--- src/hdl/fcl_pkg.sv ---
// Constants, types and field layouts for the fuse configuration loader.
// Assumes one 100 MHz system clock and a reset controller on the same clock.
// Contract
// RL1 - Fuse bytes are readable from power-up, even while loading runs.
// RL2 - Processor only reads; programming interface reads, programs and clears.
// RL3 - At end of start-up each fuse value is copied to its target field.
// RL4 - Changed fuse values act only after a reset; targets hold until then.
// RL5 - Programming party drives reserved bits of each written byte to zero.
// RL6 - Every reset loads watchdog fuse bits 7:4 into window field.
// RL7 - Every reset loads watchdog fuse bits 3:0 into period field.
// RL8 - Brown-out targets reload only after power-on reset, else unchanged.
// RL9 - Brown-out fuse bits 7:5 load threshold level; 0, 2, 7 valid.
// RL10 - Brown-out fuse bit 4 loads sample rate: 0 is 1 kHz, 1 is 125 Hz.
// RL11 - Brown-out fuse bits 3:2 load the awake-mode field.
// RL12 - Brown-out fuse bits 1:0 load the low-power-mode field; code 3 reserved.
// RL13 - Watchdog and brown-out fuses leave the factory as 0x00.
// RL14 - Oscillator lock fuse bit is copied to the calibration lock bit.
// RL15 - Frequency choice 1 selects 16 MHz, 2 selects 20 MHz calibration.
// RL16 - Lock key 0xC5 means open; other values deny programming access.
// RL17 - Loader raises load-complete once all target fields are written.
package fcl_pkg;

   localparam int unsigned FCL_NUM_FUSES = 11;
   localparam int unsigned FCL_AW        = 4;

   localparam logic [3:0] FCL_OFS_WDT    = 4'h0;
   localparam logic [3:0] FCL_OFS_BOD    = 4'h1;
   localparam logic [3:0] FCL_OFS_OSC    = 4'h2;
   localparam logic [3:0] FCL_OFS_SYS0   = 4'h5;
   localparam logic [3:0] FCL_OFS_SYS1   = 4'h6;
   localparam logic [3:0] FCL_OFS_APP_CODE_END_FUSE = 4'h7;
   localparam logic [3:0] FCL_OFS_BOOT   = 4'h8;
   localparam logic [3:0] FCL_OFS_LOCK   = 4'hA;

   // Writable bit masks; zero bits are reserved
   localparam logic [7:0] FCL_MASK_FULL = 8'hFF;
   localparam logic [7:0] FCL_MASK_OSC  = 8'h83;
   localparam logic [7:0] FCL_MASK_SYS0 = 8'hC9;
   localparam logic [7:0] FCL_MASK_SYS1 = 8'h07;
   localparam logic [7:0] FCL_MASK_NONE = 8'h00;

   // Factory values of the bank
   localparam logic [7:0] FCL_RST_WDT    = 8'h00;
   localparam logic [7:0] FCL_RST_BOD    = 8'h00;
   localparam logic [7:0] FCL_RST_OSC    = 8'h02;
   localparam logic [7:0] FCL_RST_SYS0   = 8'hC0;
   localparam logic [7:0] FCL_RST_SYS1   = 8'h07;
   localparam logic [7:0] FCL_RST_APP_CODE_END_FUSE = 8'h00;
   localparam logic [7:0] FCL_RST_BOOT   = 8'h00;
   localparam logic [7:0] FCL_RST_LOCK   = 8'hC5;
   localparam logic [7:0] FCL_RST_RSVD   = 8'h00;

   localparam logic [7:0] FCL_LOCK_OPEN_KEY = 8'hC5;

   // Field positions
   localparam int unsigned FCL_WDT_WIN_LSB  = 4;
   localparam int unsigned FCL_WDT_PER_LSB  = 0;
   localparam int unsigned FCL_BOD_THR_LSB  = 5;
   localparam int unsigned FCL_BOD_RATE_BIT = 4;
   localparam int unsigned FCL_BOD_ACT_LSB  = 2;
   localparam int unsigned FCL_BOD_SLP_LSB  = 0;
   localparam int unsigned FCL_OSC_LOCK_BIT = 7;
   localparam int unsigned FCL_OSC_FREQ_LSB = 0;

   localparam logic [1:0] FCL_FREQ_16M = 2'h1;
   localparam logic [1:0] FCL_FREQ_20M = 2'h2;

   typedef enum logic [1:0] {
      FCL_CMD_READ    = 2'h0,
      FCL_CMD_PROGRAM = 2'h1,
      FCL_CMD_CLEAR   = 2'h2
   } fcl_cmd_t;

   typedef struct packed {
      logic [3:0] window;
      logic [3:0] period;
   } fcl_wdt_ctrl_t;

   typedef struct packed {
      logic [2:0] level;
      logic       sample_rate;
      logic [1:0] active_mode;
      logic [1:0] sleep_mode;
   } fcl_bod_ctrl_t;

   typedef struct packed {
      logic       cal_lock;
      logic [1:0] freq_choice;
      logic       cal_row_20m;
   } fcl_osc_ctrl_t;

   localparam fcl_wdt_ctrl_t FCL_WDT_CTRL_RST = 8'h00;
   localparam fcl_bod_ctrl_t FCL_BOD_CTRL_RST = 8'h00;
   localparam fcl_osc_ctrl_t FCL_OSC_CTRL_RST = 4'h5;

endpackage : fcl_pkg

--- src/hdl/fcl_fuse_config_loader.sv ---
// Fuse bank, processor read port, programming port and start-up loader.
// Assumes RST_B is the power-on reset and SYS_RST a same-clock level from
// the reset controller for every other reset source.
`timescale 1ns/100ps
`default_nettype none
module fcl_fuse_config_loader
   import fcl_pkg::*;
(
   input  wire logic               CLK,
   input  wire logic               RST_B,
   input  wire logic               SYS_RST,
   input  wire logic               CPU_RD,
   input  wire logic               CPU_WR,
   input  wire logic [FCL_AW-1:0]  CPU_ADDR,
   output logic      [7:0]         CPU_RDATA,
   output logic                    CPU_RVALID,
   output logic                    CPU_WERR,
   input  wire logic               PROG_REQ,
   input  wire fcl_pkg::fcl_cmd_t  PROG_CMD,
   input  wire logic [FCL_AW-1:0]  PROG_ADDR,
   input  wire logic [7:0]         PROG_WDATA,
   output logic      [7:0]         PROG_RDATA,
   output logic                    PROG_ACK,
   output logic                    PROG_ERR,
   output fcl_pkg::fcl_wdt_ctrl_t  WDT_CTRL,
   output fcl_pkg::fcl_bod_ctrl_t  BOD_CTRL,
   output fcl_pkg::fcl_osc_ctrl_t  OSC_CTRL,
   output logic                    DEVICE_LOCKED,
   output logic                    LOAD_DONE
);
   import fcl_pkg::*;

   typedef enum logic [4:0] {
      S_HOLD = 5'b00001,
      S_WDT  = 5'b00010,
      S_BOD  = 5'b00100,
      S_OSC  = 5'b01000,
      S_DONE = 5'b10000
   } fcl_state_t;

   fcl_state_t    state_q;
   fcl_state_t    state_d;
   logic          por_q;
   logic [7:0]    fuse_q [FCL_NUM_FUSES];
   logic          locked_q;
   logic          prog_seen_q;
   logic          ld_wdt;
   logic          ld_bod;
   logic          ld_osc;
   fcl_wdt_ctrl_t wdt_d;
   fcl_bod_ctrl_t bod_d;
   fcl_osc_ctrl_t osc_d;
   logic [7:0]    osc_fuse;
   logic          prog_ok;
   logic [7:0]    prog_mask;
   logic [8*FCL_NUM_FUSES-1:0] fuse_flat;

   // Writable mask of an offset; reserved offsets give zero
   function automatic logic [7:0] fcl_mask(input logic [FCL_AW-1:0] a);
      logic [7:0] m;
      m = FCL_MASK_NONE;
      if (a == FCL_OFS_WDT || a == FCL_OFS_BOD) begin
         m = FCL_MASK_FULL;
      end else if (a == FCL_OFS_OSC) begin
         m = FCL_MASK_OSC;
      end else if (a == FCL_OFS_SYS0) begin
         m = FCL_MASK_SYS0;
      end else if (a == FCL_OFS_SYS1) begin
         m = FCL_MASK_SYS1;
      end else if (a == FCL_OFS_APP_CODE_END_FUSE || a == FCL_OFS_BOOT || a == FCL_OFS_LOCK) begin
         m = FCL_MASK_FULL;
      end
      return m;
   endfunction : fcl_mask

   function automatic logic [7:0] fcl_factory(input int unsigned i);
      logic [7:0] v;
      v = FCL_RST_RSVD;
      case (i)
         0:       v = FCL_RST_WDT;
         1:       v = FCL_RST_BOD;
         2:       v = FCL_RST_OSC;
         5:       v = FCL_RST_SYS0;
         6:       v = FCL_RST_SYS1;
         7:       v = FCL_RST_APP_CODE_END_FUSE;
         8:       v = FCL_RST_BOOT;
         10:      v = FCL_RST_LOCK;
         default: v = FCL_RST_RSVD;
      endcase
      return v;
   endfunction : fcl_factory

   function automatic logic [7:0] fcl_read(input logic [FCL_AW-1:0] a,
                                           input logic [7:0] f [FCL_NUM_FUSES]);
      logic [7:0] v;
      v = 8'h00;
      if (a < FCL_AW'(FCL_NUM_FUSES)) begin
         v = f[a] & fcl_mask(a);
      end
      return v;
   endfunction : fcl_read

   // Loader sequence
   always_comb begin
      state_d = state_q;
      case (state_q)
         S_HOLD: begin
            if (!SYS_RST) begin
               state_d = S_WDT;
            end
         end
         S_WDT:   state_d = S_BOD;
         S_BOD:   state_d = S_OSC;
         S_OSC:   state_d = S_DONE;
         S_DONE: begin
            if (SYS_RST) begin
               state_d = S_HOLD;
            end
         end
         default: state_d = S_HOLD;
      endcase
      if (SYS_RST) begin
         state_d = S_HOLD;
      end
   end

   always_ff @(posedge CLK or negedge RST_B) begin
      if (!RST_B) begin
         state_q <= S_HOLD;
      end else begin
         state_q <= state_d;
      end
   end

   // Power-on flag lives until the first load sequence has passed
   always_ff @(posedge CLK or negedge RST_B) begin
      if (!RST_B) begin
         por_q <= 1'b1;
      end else if (state_q == S_DONE) begin
         por_q <= 1'b0;
      end
   end

   always_ff @(posedge CLK or negedge RST_B) begin
      if (!RST_B) begin
         LOAD_DONE <= 1'b0;
      end else begin
         LOAD_DONE <= (state_q == S_OSC) || (state_q == S_DONE && !SYS_RST); // RL17
      end
   end

   // Target loads happen only inside the sequence
   assign ld_wdt   = (state_q == S_WDT); // RL6 RL7 RL4
   assign ld_bod   = (state_q == S_BOD) && por_q; // RL8
   assign ld_osc   = (state_q == S_OSC); // RL14
   assign osc_fuse = fuse_q[FCL_OFS_OSC];

   always_comb begin
      wdt_d.window      = fuse_q[FCL_OFS_WDT][FCL_WDT_WIN_LSB +: 4]; // RL6
      wdt_d.period      = fuse_q[FCL_OFS_WDT][FCL_WDT_PER_LSB +: 4]; // RL7
      bod_d.level       = fuse_q[FCL_OFS_BOD][FCL_BOD_THR_LSB +: 3]; // RL9
      bod_d.sample_rate = fuse_q[FCL_OFS_BOD][FCL_BOD_RATE_BIT]; // RL10
      bod_d.active_mode = fuse_q[FCL_OFS_BOD][FCL_BOD_ACT_LSB +: 2]; // RL11
      bod_d.sleep_mode  = fuse_q[FCL_OFS_BOD][FCL_BOD_SLP_LSB +: 2]; // RL12
      osc_d.cal_lock    = osc_fuse[FCL_OSC_LOCK_BIT]; // RL14
      osc_d.freq_choice = osc_fuse[FCL_OSC_FREQ_LSB +: 2];
      // Reserved frequency codes fall back to the 20 MHz calibration row
      osc_d.cal_row_20m = (osc_fuse[FCL_OSC_FREQ_LSB +: 2] != FCL_FREQ_16M); // RL15
   end

   fcl_field_reg #(
      .W   ($bits(fcl_wdt_ctrl_t)),
      .RST (FCL_WDT_CTRL_RST)
   ) u_wdt (
      .CLK   (CLK),
      .RST_B (RST_B),
      .LD    (ld_wdt),
      .D     (wdt_d),
      .Q     (WDT_CTRL)
   ); // RL3

   fcl_field_reg #(
      .W   ($bits(fcl_bod_ctrl_t)),
      .RST (FCL_BOD_CTRL_RST)
   ) u_bod (
      .CLK   (CLK),
      .RST_B (RST_B),
      .LD    (ld_bod),
      .D     (bod_d),
      .Q     (BOD_CTRL)
   ); // RL3

   fcl_field_reg #(
      .W   ($bits(fcl_osc_ctrl_t)),
      .RST (FCL_OSC_CTRL_RST)
   ) u_osc (
      .CLK   (CLK),
      .RST_B (RST_B),
      .LD    (ld_osc),
      .D     (osc_d),
      .Q     (OSC_CTRL)
   ); // RL3

   // Lock state is taken at load time; locked until first load
   always_ff @(posedge CLK or negedge RST_B) begin
      if (!RST_B) begin
         locked_q <= 1'b1;
      end else if (ld_osc) begin
         locked_q <= (fuse_q[FCL_OFS_LOCK] != FCL_LOCK_OPEN_KEY); // RL16
      end
   end

   assign DEVICE_LOCKED = locked_q;

   // Fuse bank; only the programming port may change it
   assign prog_ok   = PROG_REQ && !locked_q; // RL16
   assign prog_mask = fcl_mask(PROG_ADDR);

   always_ff @(posedge CLK or negedge RST_B) begin
      if (!RST_B) begin
         for (int unsigned i = 0; i < FCL_NUM_FUSES; i++) begin
            fuse_q[i] <= fcl_factory(i); // RL13
         end
      end else if (prog_ok && prog_mask != FCL_MASK_NONE) begin
         if (PROG_CMD == FCL_CMD_PROGRAM) begin
            fuse_q[PROG_ADDR] <= PROG_WDATA & prog_mask; // RL2 RL5
         end else if (PROG_CMD == FCL_CMD_CLEAR) begin
            fuse_q[PROG_ADDR] <= 8'h00; // RL2
         end
      end
   end

   always_ff @(posedge CLK or negedge RST_B) begin
      if (!RST_B) begin
         prog_seen_q <= 1'b0;
      end else if (prog_ok && PROG_CMD != FCL_CMD_READ) begin
         prog_seen_q <= 1'b1;
      end
   end

   // Programming port answer
   always_ff @(posedge CLK or negedge RST_B) begin
      if (!RST_B) begin
         PROG_ACK   <= 1'b0;
         PROG_ERR   <= 1'b0;
         PROG_RDATA <= 8'h00;
      end else begin
         PROG_ACK   <= PROG_REQ;
         PROG_ERR   <= PROG_REQ && (locked_q || prog_mask == FCL_MASK_NONE
                                    || PROG_CMD == 2'h3); // RL16
         PROG_RDATA <= (prog_ok && PROG_CMD == FCL_CMD_READ)
                       ? fcl_read(PROG_ADDR, fuse_q) : 8'h00;
      end
   end

   // Processor port: reads from power-up, writes refused
   always_ff @(posedge CLK or negedge RST_B) begin
      if (!RST_B) begin
         CPU_RVALID <= 1'b0;
         CPU_WERR   <= 1'b0;
         CPU_RDATA  <= 8'h00;
      end else begin
         CPU_RVALID <= CPU_RD; // RL1
         CPU_WERR   <= CPU_WR; // RL2
         if (CPU_RD) begin
            CPU_RDATA <= fcl_read(CPU_ADDR, fuse_q); // RL1
         end
      end
   end

   // Packed view of the bank for the checks below
   always_comb begin
      for (int unsigned i = 0; i < FCL_NUM_FUSES; i++) begin
         fuse_flat[8*i +: 8] = fuse_q[i];
      end
   end
endmodule : fcl_fuse_config_loader
`default_nettype wire

--- src/hdl/fcl_field_reg.sv ---
// Loadable target field register with a constant reset value.
// Assumes the load strobe comes from logic on the same clock.
`timescale 1ns/100ps
`default_nettype none
module fcl_field_reg #(
   parameter int unsigned       W   = 8,
   parameter logic [W-1:0]      RST = '0
) (
   input  wire logic         CLK,
   input  wire logic         RST_B,
   input  wire logic         LD,
   input  wire logic [W-1:0] D,
   output logic      [W-1:0] Q
);
   always_ff @(posedge CLK or negedge RST_B) begin
      if (!RST_B) begin
         Q <= RST;
      end else if (LD) begin
         Q <= D;
      end
   end
endmodule : fcl_field_reg
`default_nettype wire

--- config.mk ---
export PLATFORM = sky130hd
export DESIGN_NAME = fcl_fuse_config_loader
export DESIGN_NICKNAME = d
export VERILOG_FILES = /design/src/hdl/fcl_pkg.sv /design/src/hdl/fcl_fuse_config_loader.sv /design/src/hdl/fcl_field_reg.sv
export SDC_FILE = /design/constraint.sdc
export NUM_CORES = 1
export LEC_CHECK = 0
export BUFFER_PORTS_ARGS = -buffer_cell sky130_fd_sc_hd__buf_2
export CORE_UTILIZATION = 59
export DETAILED_ROUTE_END_ITERATION = 16
export MAX_ROUTING_LAYER = met4
export PLACE_DENSITY = 0.8
export SYNTH_ARGS = -nofsm -noshare
export SYNTH_HDL_FRONTEND = slang
export SYNTH_HIERARCHICAL = 1
export SYNTH_SLANG_ARGS = --single-unit
--- constraint.sdc ---
create_clock -name CLK -period 1.84 [get_ports CLK]
set_input_delay 0 -clock CLK [delete_from_list [all_inputs] [get_ports CLK]]
set_output_delay 0 -clock CLK [all_outputs]
set_load 0.01 [all_outputs]
== After elaboration in Yosys (flattened, before gate mapping) ==
Index checks and enable logic that the tools add are counted.

* $lt $le $gt $ge: 5
* Equality and inequality tests: 25
* Muxes and demuxes: 29
* Bitwise gates (word level): 7
* Reduce and logical (&&, ||, !) cells: 25

{| class="wikitable"
|+ Operators with widths
! cell !! number
|-
| 88-bit two-way mux || 2
|-
| 8-bit two-way mux || 21
|-
| 88-bit bitwise AND || 1
|-
| 88-bit bitwise mux || 1
|-
| 88-bit NOT || 1
|-
| 8-bit binary-select mux with 4-bit select || 2
|-
| 8-bit demux with 4-bit select || 1
|-
| 5-bit case mux with 5 select lines || 1
|-
| 8-bit bitwise AND || 3
|-
| 4-bit by 3-bit equality test with 1-bit output, second input constant || 6
|-
| 4-bit equality test, second input constant || 4
|-
| 5-bit greater-or-equal comparator, second input constant || 2
|-
| 4-bit NOT with 5-bit output || 2
|-
| 1-bit logical OR || 9
|-
| 4-bit by 1-bit equality test with 1-bit output, second input constant || 2
|-
| 4-bit by 2-bit equality test with 1-bit output, second input constant || 2
|-
| 4-bit zero test || 2
|-
| 8-bit zero test || 1
|-
| 4-bit < comparator, second input constant || 2
|-
| 8-bit inequality test, second input constant || 1
|-
| 8-bit nonzero test || 1
|-
| 1-bit logical AND || 7
|-
| 5-bit by 1-bit equality test with 1-bit output, second input constant || 1
|-
| 5-bit by 2-bit equality test with 1-bit output, second input constant || 1
|-
| 13 further kinds || 15
|}

* Register bits: 136
* Output and inout port bits: 42
* Logic and storage cells: 115

== Longest topological paths before layout ==
* Word-level depth: 12
* Mapped depth: 9

== Hierarchy ==
The synthesis kept the hierarchy.

{| class="wikitable"
|+ Modules (own cells, without submodules)
! module !! instances !! cells each !! area each (µm²)
|-
| fcl_fuse_config_loader || 1 || 590 || 5949.5
|-
| fcl_field_reg (u_bod ...) || 2 || 17 || 331.6
|-
| fcl_field_reg (u_osc) || 1 || 8 || 147.6
|}

== Least setup slack after synthesis ==
Ideal clock, no wire load.

* Path kind: flip-flop to flip-flop
* Start point: reg locked_q, in the netlist DEVICE_LOCKED
* End point: reg fuse_q (netlist bit fuse_flat[67])
* Library setup time: 0.130 ns
* Arrival: 1.437 ns
* Required time: 1.710 ns
* Setup slack: 0.273 ns
* Stages on the path, launching flop included: 6
* Path buffers: 1
* Cell sequence: dfstp_2 nand3b_4 or4_1 buf_2 nand2b_1 o2bb2ai_1

* Longest elaborated chain between the ends: 4

{| class="wikitable"
|+ Ends and longest elaborated chain
! what !! line !! source
|-
| start, declared || fcl_fuse_config_loader.sv:45 || <nowiki>logic locked_q;</nowiki>
|-
| start signal, assigned || fcl_fuse_config_loader.sv:209 || <nowiki>locked_q <= (fuse_q[FCL_OFS_LOCK] != FCL_LOCK_OPEN_KEY);</nowiki>
|-
| 1-bit zero test || fcl_fuse_config_loader.sv:216 || <nowiki>assign prog_ok = PROG_REQ && !locked_q;</nowiki>
|-
| 1-bit logical AND || fcl_fuse_config_loader.sv:216 ||
|-
| 1-bit logical AND || fcl_fuse_config_loader.sv:224 || <nowiki>end else if (prog_ok && prog_mask != FCL_MASK_NONE) begin</nowiki>
|-
| 2-bit AND reduction (no source line) || - ||
|-
| end signal, assigned by index || fcl_fuse_config_loader.sv:222 || <nowiki>fuse_q[i] <= fcl_factory(i);</nowiki>
|-
| end signal, assigned by index || fcl_fuse_config_loader.sv:226 || <nowiki>fuse_q[PROG_ADDR] <= PROG_WDATA & prog_mask;</nowiki>
|-
| end, declared || fcl_fuse_config_loader.sv:44 || <nowiki>logic [7:0] fuse_q [FCL_NUM_FUSES];</nowiki>
|}

Every way passes these cells.
A chain may end at the register's enable or synchronous reset.

== Final worst setup path ==
* Start point: reg locked_q, in the netlist DEVICE_LOCKED
* End point: reg fuse_q (netlist bit fuse_flat[66])

The elaborated chain is that of the path after synthesis.

==> summary.md <==
| Metric | Value |
|---|---|
| Remaining global-route overflow | 0 |
| Height of the die | approximately 110 µm |
| CP arrival | about 2 ns |
| Syn Nets | between 600 and 700 |
| Cell accounting for the most synthesized area | dfrtp_1 |
| Setup CP Type | flop to flop |
| Area after DPL | approximately 7300 µm² |
| # DRC | 0 |
| FF+latch count, synth | 130 |
| Power density cells | 1010 nW/µm² |
| DR vias | ~5.5k |
| Post-synth top flop | dfrtp_1 |
| Final worst path period need | ~1.7 ns |
| Fin. max-slew vios | 0 |
| Critical path's slowest cell | or4_1 |
| Combinational share of power | 0.149 |
| Flop pwr share | 0.420 |
| Max_cap viols | 0 |
| Drt via density | ~6.3 |
| Largest net degree at the start of global routing | 39 |
| Core area | between 10000 and 15000 µm² |
| Clock share of power | 0.431 |
| CP startpoint | DEVICE_LOCKED |
| Peak supply drop | about 1.0 mV |
| Die area | ~12000 µm² |
| Ys async rst share | 1.00 |
| Layout cells sized above 1 | 0.289 |
| RSZ-0062 raised after global routing | no |
| Finished Core Util | 0.735 |
| Layout area overhead | 19.4% |
| Slew HR | 0.591 |
| CTS Buffer Depth | 2 |
| Number of global-route vias before repair | 5328 |
| Clock skew | about 0.011 ns |
| H-Tree Depth | 4 |
| Net Sw Frac | 0.268 |
| Hold Crit Start | PROG_CMD[1] |
| Number of synthesized flops with an enable pin | 0 |
| Row cnt | 38 |
| Worst path max stage delay | approximately 0.65 ns |
| Routed wire per std cell | 22.0 µm |
| Worst-Margin Slew | slightly above 0.6 ns |
| Post-Route WL | 19.0 mm |
| Setup Buffers After CTS | 0 |
| N_diodes | 0 |
| Avg Cell Area, Syn | between 10 and 15 µm² |
| Max Fclk | roughly 570 MHz |
| Total net switching power | ~2.2 mW |
| Worst-path clk slew | about 0.060 ns |
| First drt pass iteration count | 5 |
| Crit share post-route | 0.948 |
| Fillcell total | around 750 |
| Antenna violations before repair | 0 |
| Number of synthesis warnings | 6 |
| Gate count of the mapped netlist | ~630 |
| Overall power | roughly 8.1 mW |
| First-pass GRT wire length | ~30 mm |
| Clock Root Buffer | clkbuf_16 |
| Post-route cell area | 8070 µm² |
| Post-DP HPWL | approximately 13 mm |
| Cts bufs inserted | 17 |
| Internal Power | 5.97 mW |
| Clk sink count | 130 |
| Leak | roughly 3.7 nW |
| Starting Density | 0.616 |
| Proportion of netlist area held by the largest area contributor | 0.426 |
| CP Max Fanout | 8 |
| DR iter-0 viols | 497 |
| Setup TNS | 0 ns |
| Total track usage | 0.358 |
| GPL Wtd Cong | between 0.9 and 1 |
| Count of different cell masters after synthesis | 75 |
| Status | finished, final reports clean |
| Syn Std Cell Area | just under 7000 µm² |
| Critical-path cell list | nand3b_4 -> or4_1 -> a31oi_1 -> o22ai_1 |
| Share of the yosys chip area belonging to registers | 0.484 |
| Worst Path Required | approximately 2.1 ns |
| Nets | approximately 740 |
| Startpoint Class | flop |
| Number of routed nets with antenna violations | 0 |
| IO Pins | 66 |
| FF-to-FF Start | DEVICE_LOCKED |
| Worst-skew pair later-pin latency | about 0.43 ns |
| Top area cells in the synthesized netlist | dfrtp_1, dfstp_2, nand2_1 |
| Port bufs | 65 |
| Hold Path Class | primary input to flop |
| Endpoint type of the worst setup path | flop |
| CTS tree | done |
| Die Wd | between 100 and 150 µm |
| Fin. Hold Viols | 0 |
| Setup-failing EPs final | 0 |
==> logic make-up after synthesis <==
group                      count (synthesis)  synth area share
adders and majority gates                  3           0.00555
DFF                                      130             0.484
muxes                                     68             0.138
and+or+nand+nor                          194             0.152
buffers and inverters                     82            0.0613
xor gates and xnor gates                   2           0.00259
AOI/OAI and AO/OA                        153             0.157
==> state kept, by name, indices dropped and copies added, names as in the netlist <==
register       flops
osc_fuse           7
CPU_WERR           1
fuse_flat         59
CPU_RDATA          8
PROG_ERR           1
por_q              1
CPU_RVALID         1
u_bod/Q            8
u_osc/Q            4
u_wdt/Q            8
PROG_RDATA         8
state_q            5
DEVICE_LOCKED      1
LOAD_DONE          1
wdt_d              8
PROG_ACK           1
bod_d              8
==> synth_stat cells, drive strengths merged (3+ instances only) <==
cell and number:
o21ai 41, o2bb2ai 6, nand2 68, mux2 33, dfrtp 115, nor4 3, or2 3, a22oi 9
nor2 23, o31ai 13, nor2b 8, a32oi 3, a211o 3, a21oi 17, o32ai 4, a221oi 6
dfstp 15, and2 13, nand2b 16, mux4 11, a31oi 12, nand4 5, and2b 3, nand3 18
buf 31, or3b 4, nor3 12, a21o 5, ha 3, nand3b 5, mux2i 24, clkbuf 30
o2111ai 3, and3b 3, o22ai 13, inv 20
==> per-stage QoR <==
step / hold WS, ns / setup slack (ns) / std cells
floorplan: -0.296 / 0.273 / 632
global placement: -0.0164 / 0.159 / 816
detailed placement: -0.00428 / 0.0649 / 816
CTS: 0.0424 / 0.113 / 863
global route: 0.0755 / 0.0280 / 863
finish: 0.0543 / 0.0952 / 863
==> power by group through the flow <==
stage | Clock, mW | Combinational, mW | Sequential (mW)
6_report | 3.51 | 1.21 | 3.42
5_1_grt | 3.67 | 1.32 | 3.44
4_1_cts | 3.55 | 1.20 | 3.41
3_5_place_dp | 0 | 1.17 | 3.45
3_3_place_gp | 0 | 1.13 | 3.44
2_1_floorplan | 0 | 0.746 | 3.38
==> repair_timing <==
item                                   4_1_cts  5_1_grt
resized for setup                            0        0
endpoints found under the hold margin      138        0
hold buffers                                15        0
==> worst paths after layout <==
path / end / slack (ns) / cells after the start
worst max-delay path: fuse_flat[66] / 0.1 / 4
worst min-delay path: PROG_ERR / 0.05 / 4
worst max register to register: fuse_flat[66] / 0.1 / 4
worst min register to register: fuse_flat[38] / 0.37 / 0
max in group asynchronous: DEVICE_LOCKED / 1.00 / 3
min in group asynchronous: CPU_RDATA[1] / 0.09 / 2
==> critical path, delay by kind of cell (launching register included) <==
kind	cells	cell delay [ns]
AND/OR/NAND/NOR	2	0.85
flip-flops	1	0.39
AO/OA/AOI/OAI	2	0.36
==> area by class of cell <==
cell class / instances / area, µm² / share of cell area
clock buffer: 24 / 492 / 0.0609
clock inverter: 8 / 125 / 0.0155
inverter: 21 / 78.8 / 0.00977
multi-input combinational: 420 / 3070 / 0.381
sequential: 130 / 3270 / 0.405
tap: 140 / 175 / 0.0217
timing repair buffer: 120 / 853 / 0.106
==> layer usage <==
metal / vias to the layer above / routed length (µm) / GRT usage
met1: 2676 / 8060 / 0.487
met4: 0 / 667 / 0.169
met3: 40 / 1340 / 0.0574
met2: 298 / 8910 / 0.527
met5: - / 0 / -
li1: 2450 / - / -
==> cells in the final DEF (no fill, tap or decap), drive strengths merged, types with 6 or more instances in the layout <==
master         n
nor2b          8
dfstp         15
nor2          23
inv           20
o31ai         13
nand2         68
o2bb2ai        6
a31oi         12
dlygate4sd3   15
a221oi         6
a22oi          9
a21oi         17
buf          105
and2          13
clkbuf        24
nand3         18
mux4          11
o21ai         41
o22ai         13
dfrtp        115
nand2b        16
mux2i         24
nor3          12
mux2          33
Note: power is estimated with default switching activity, not from simulation.
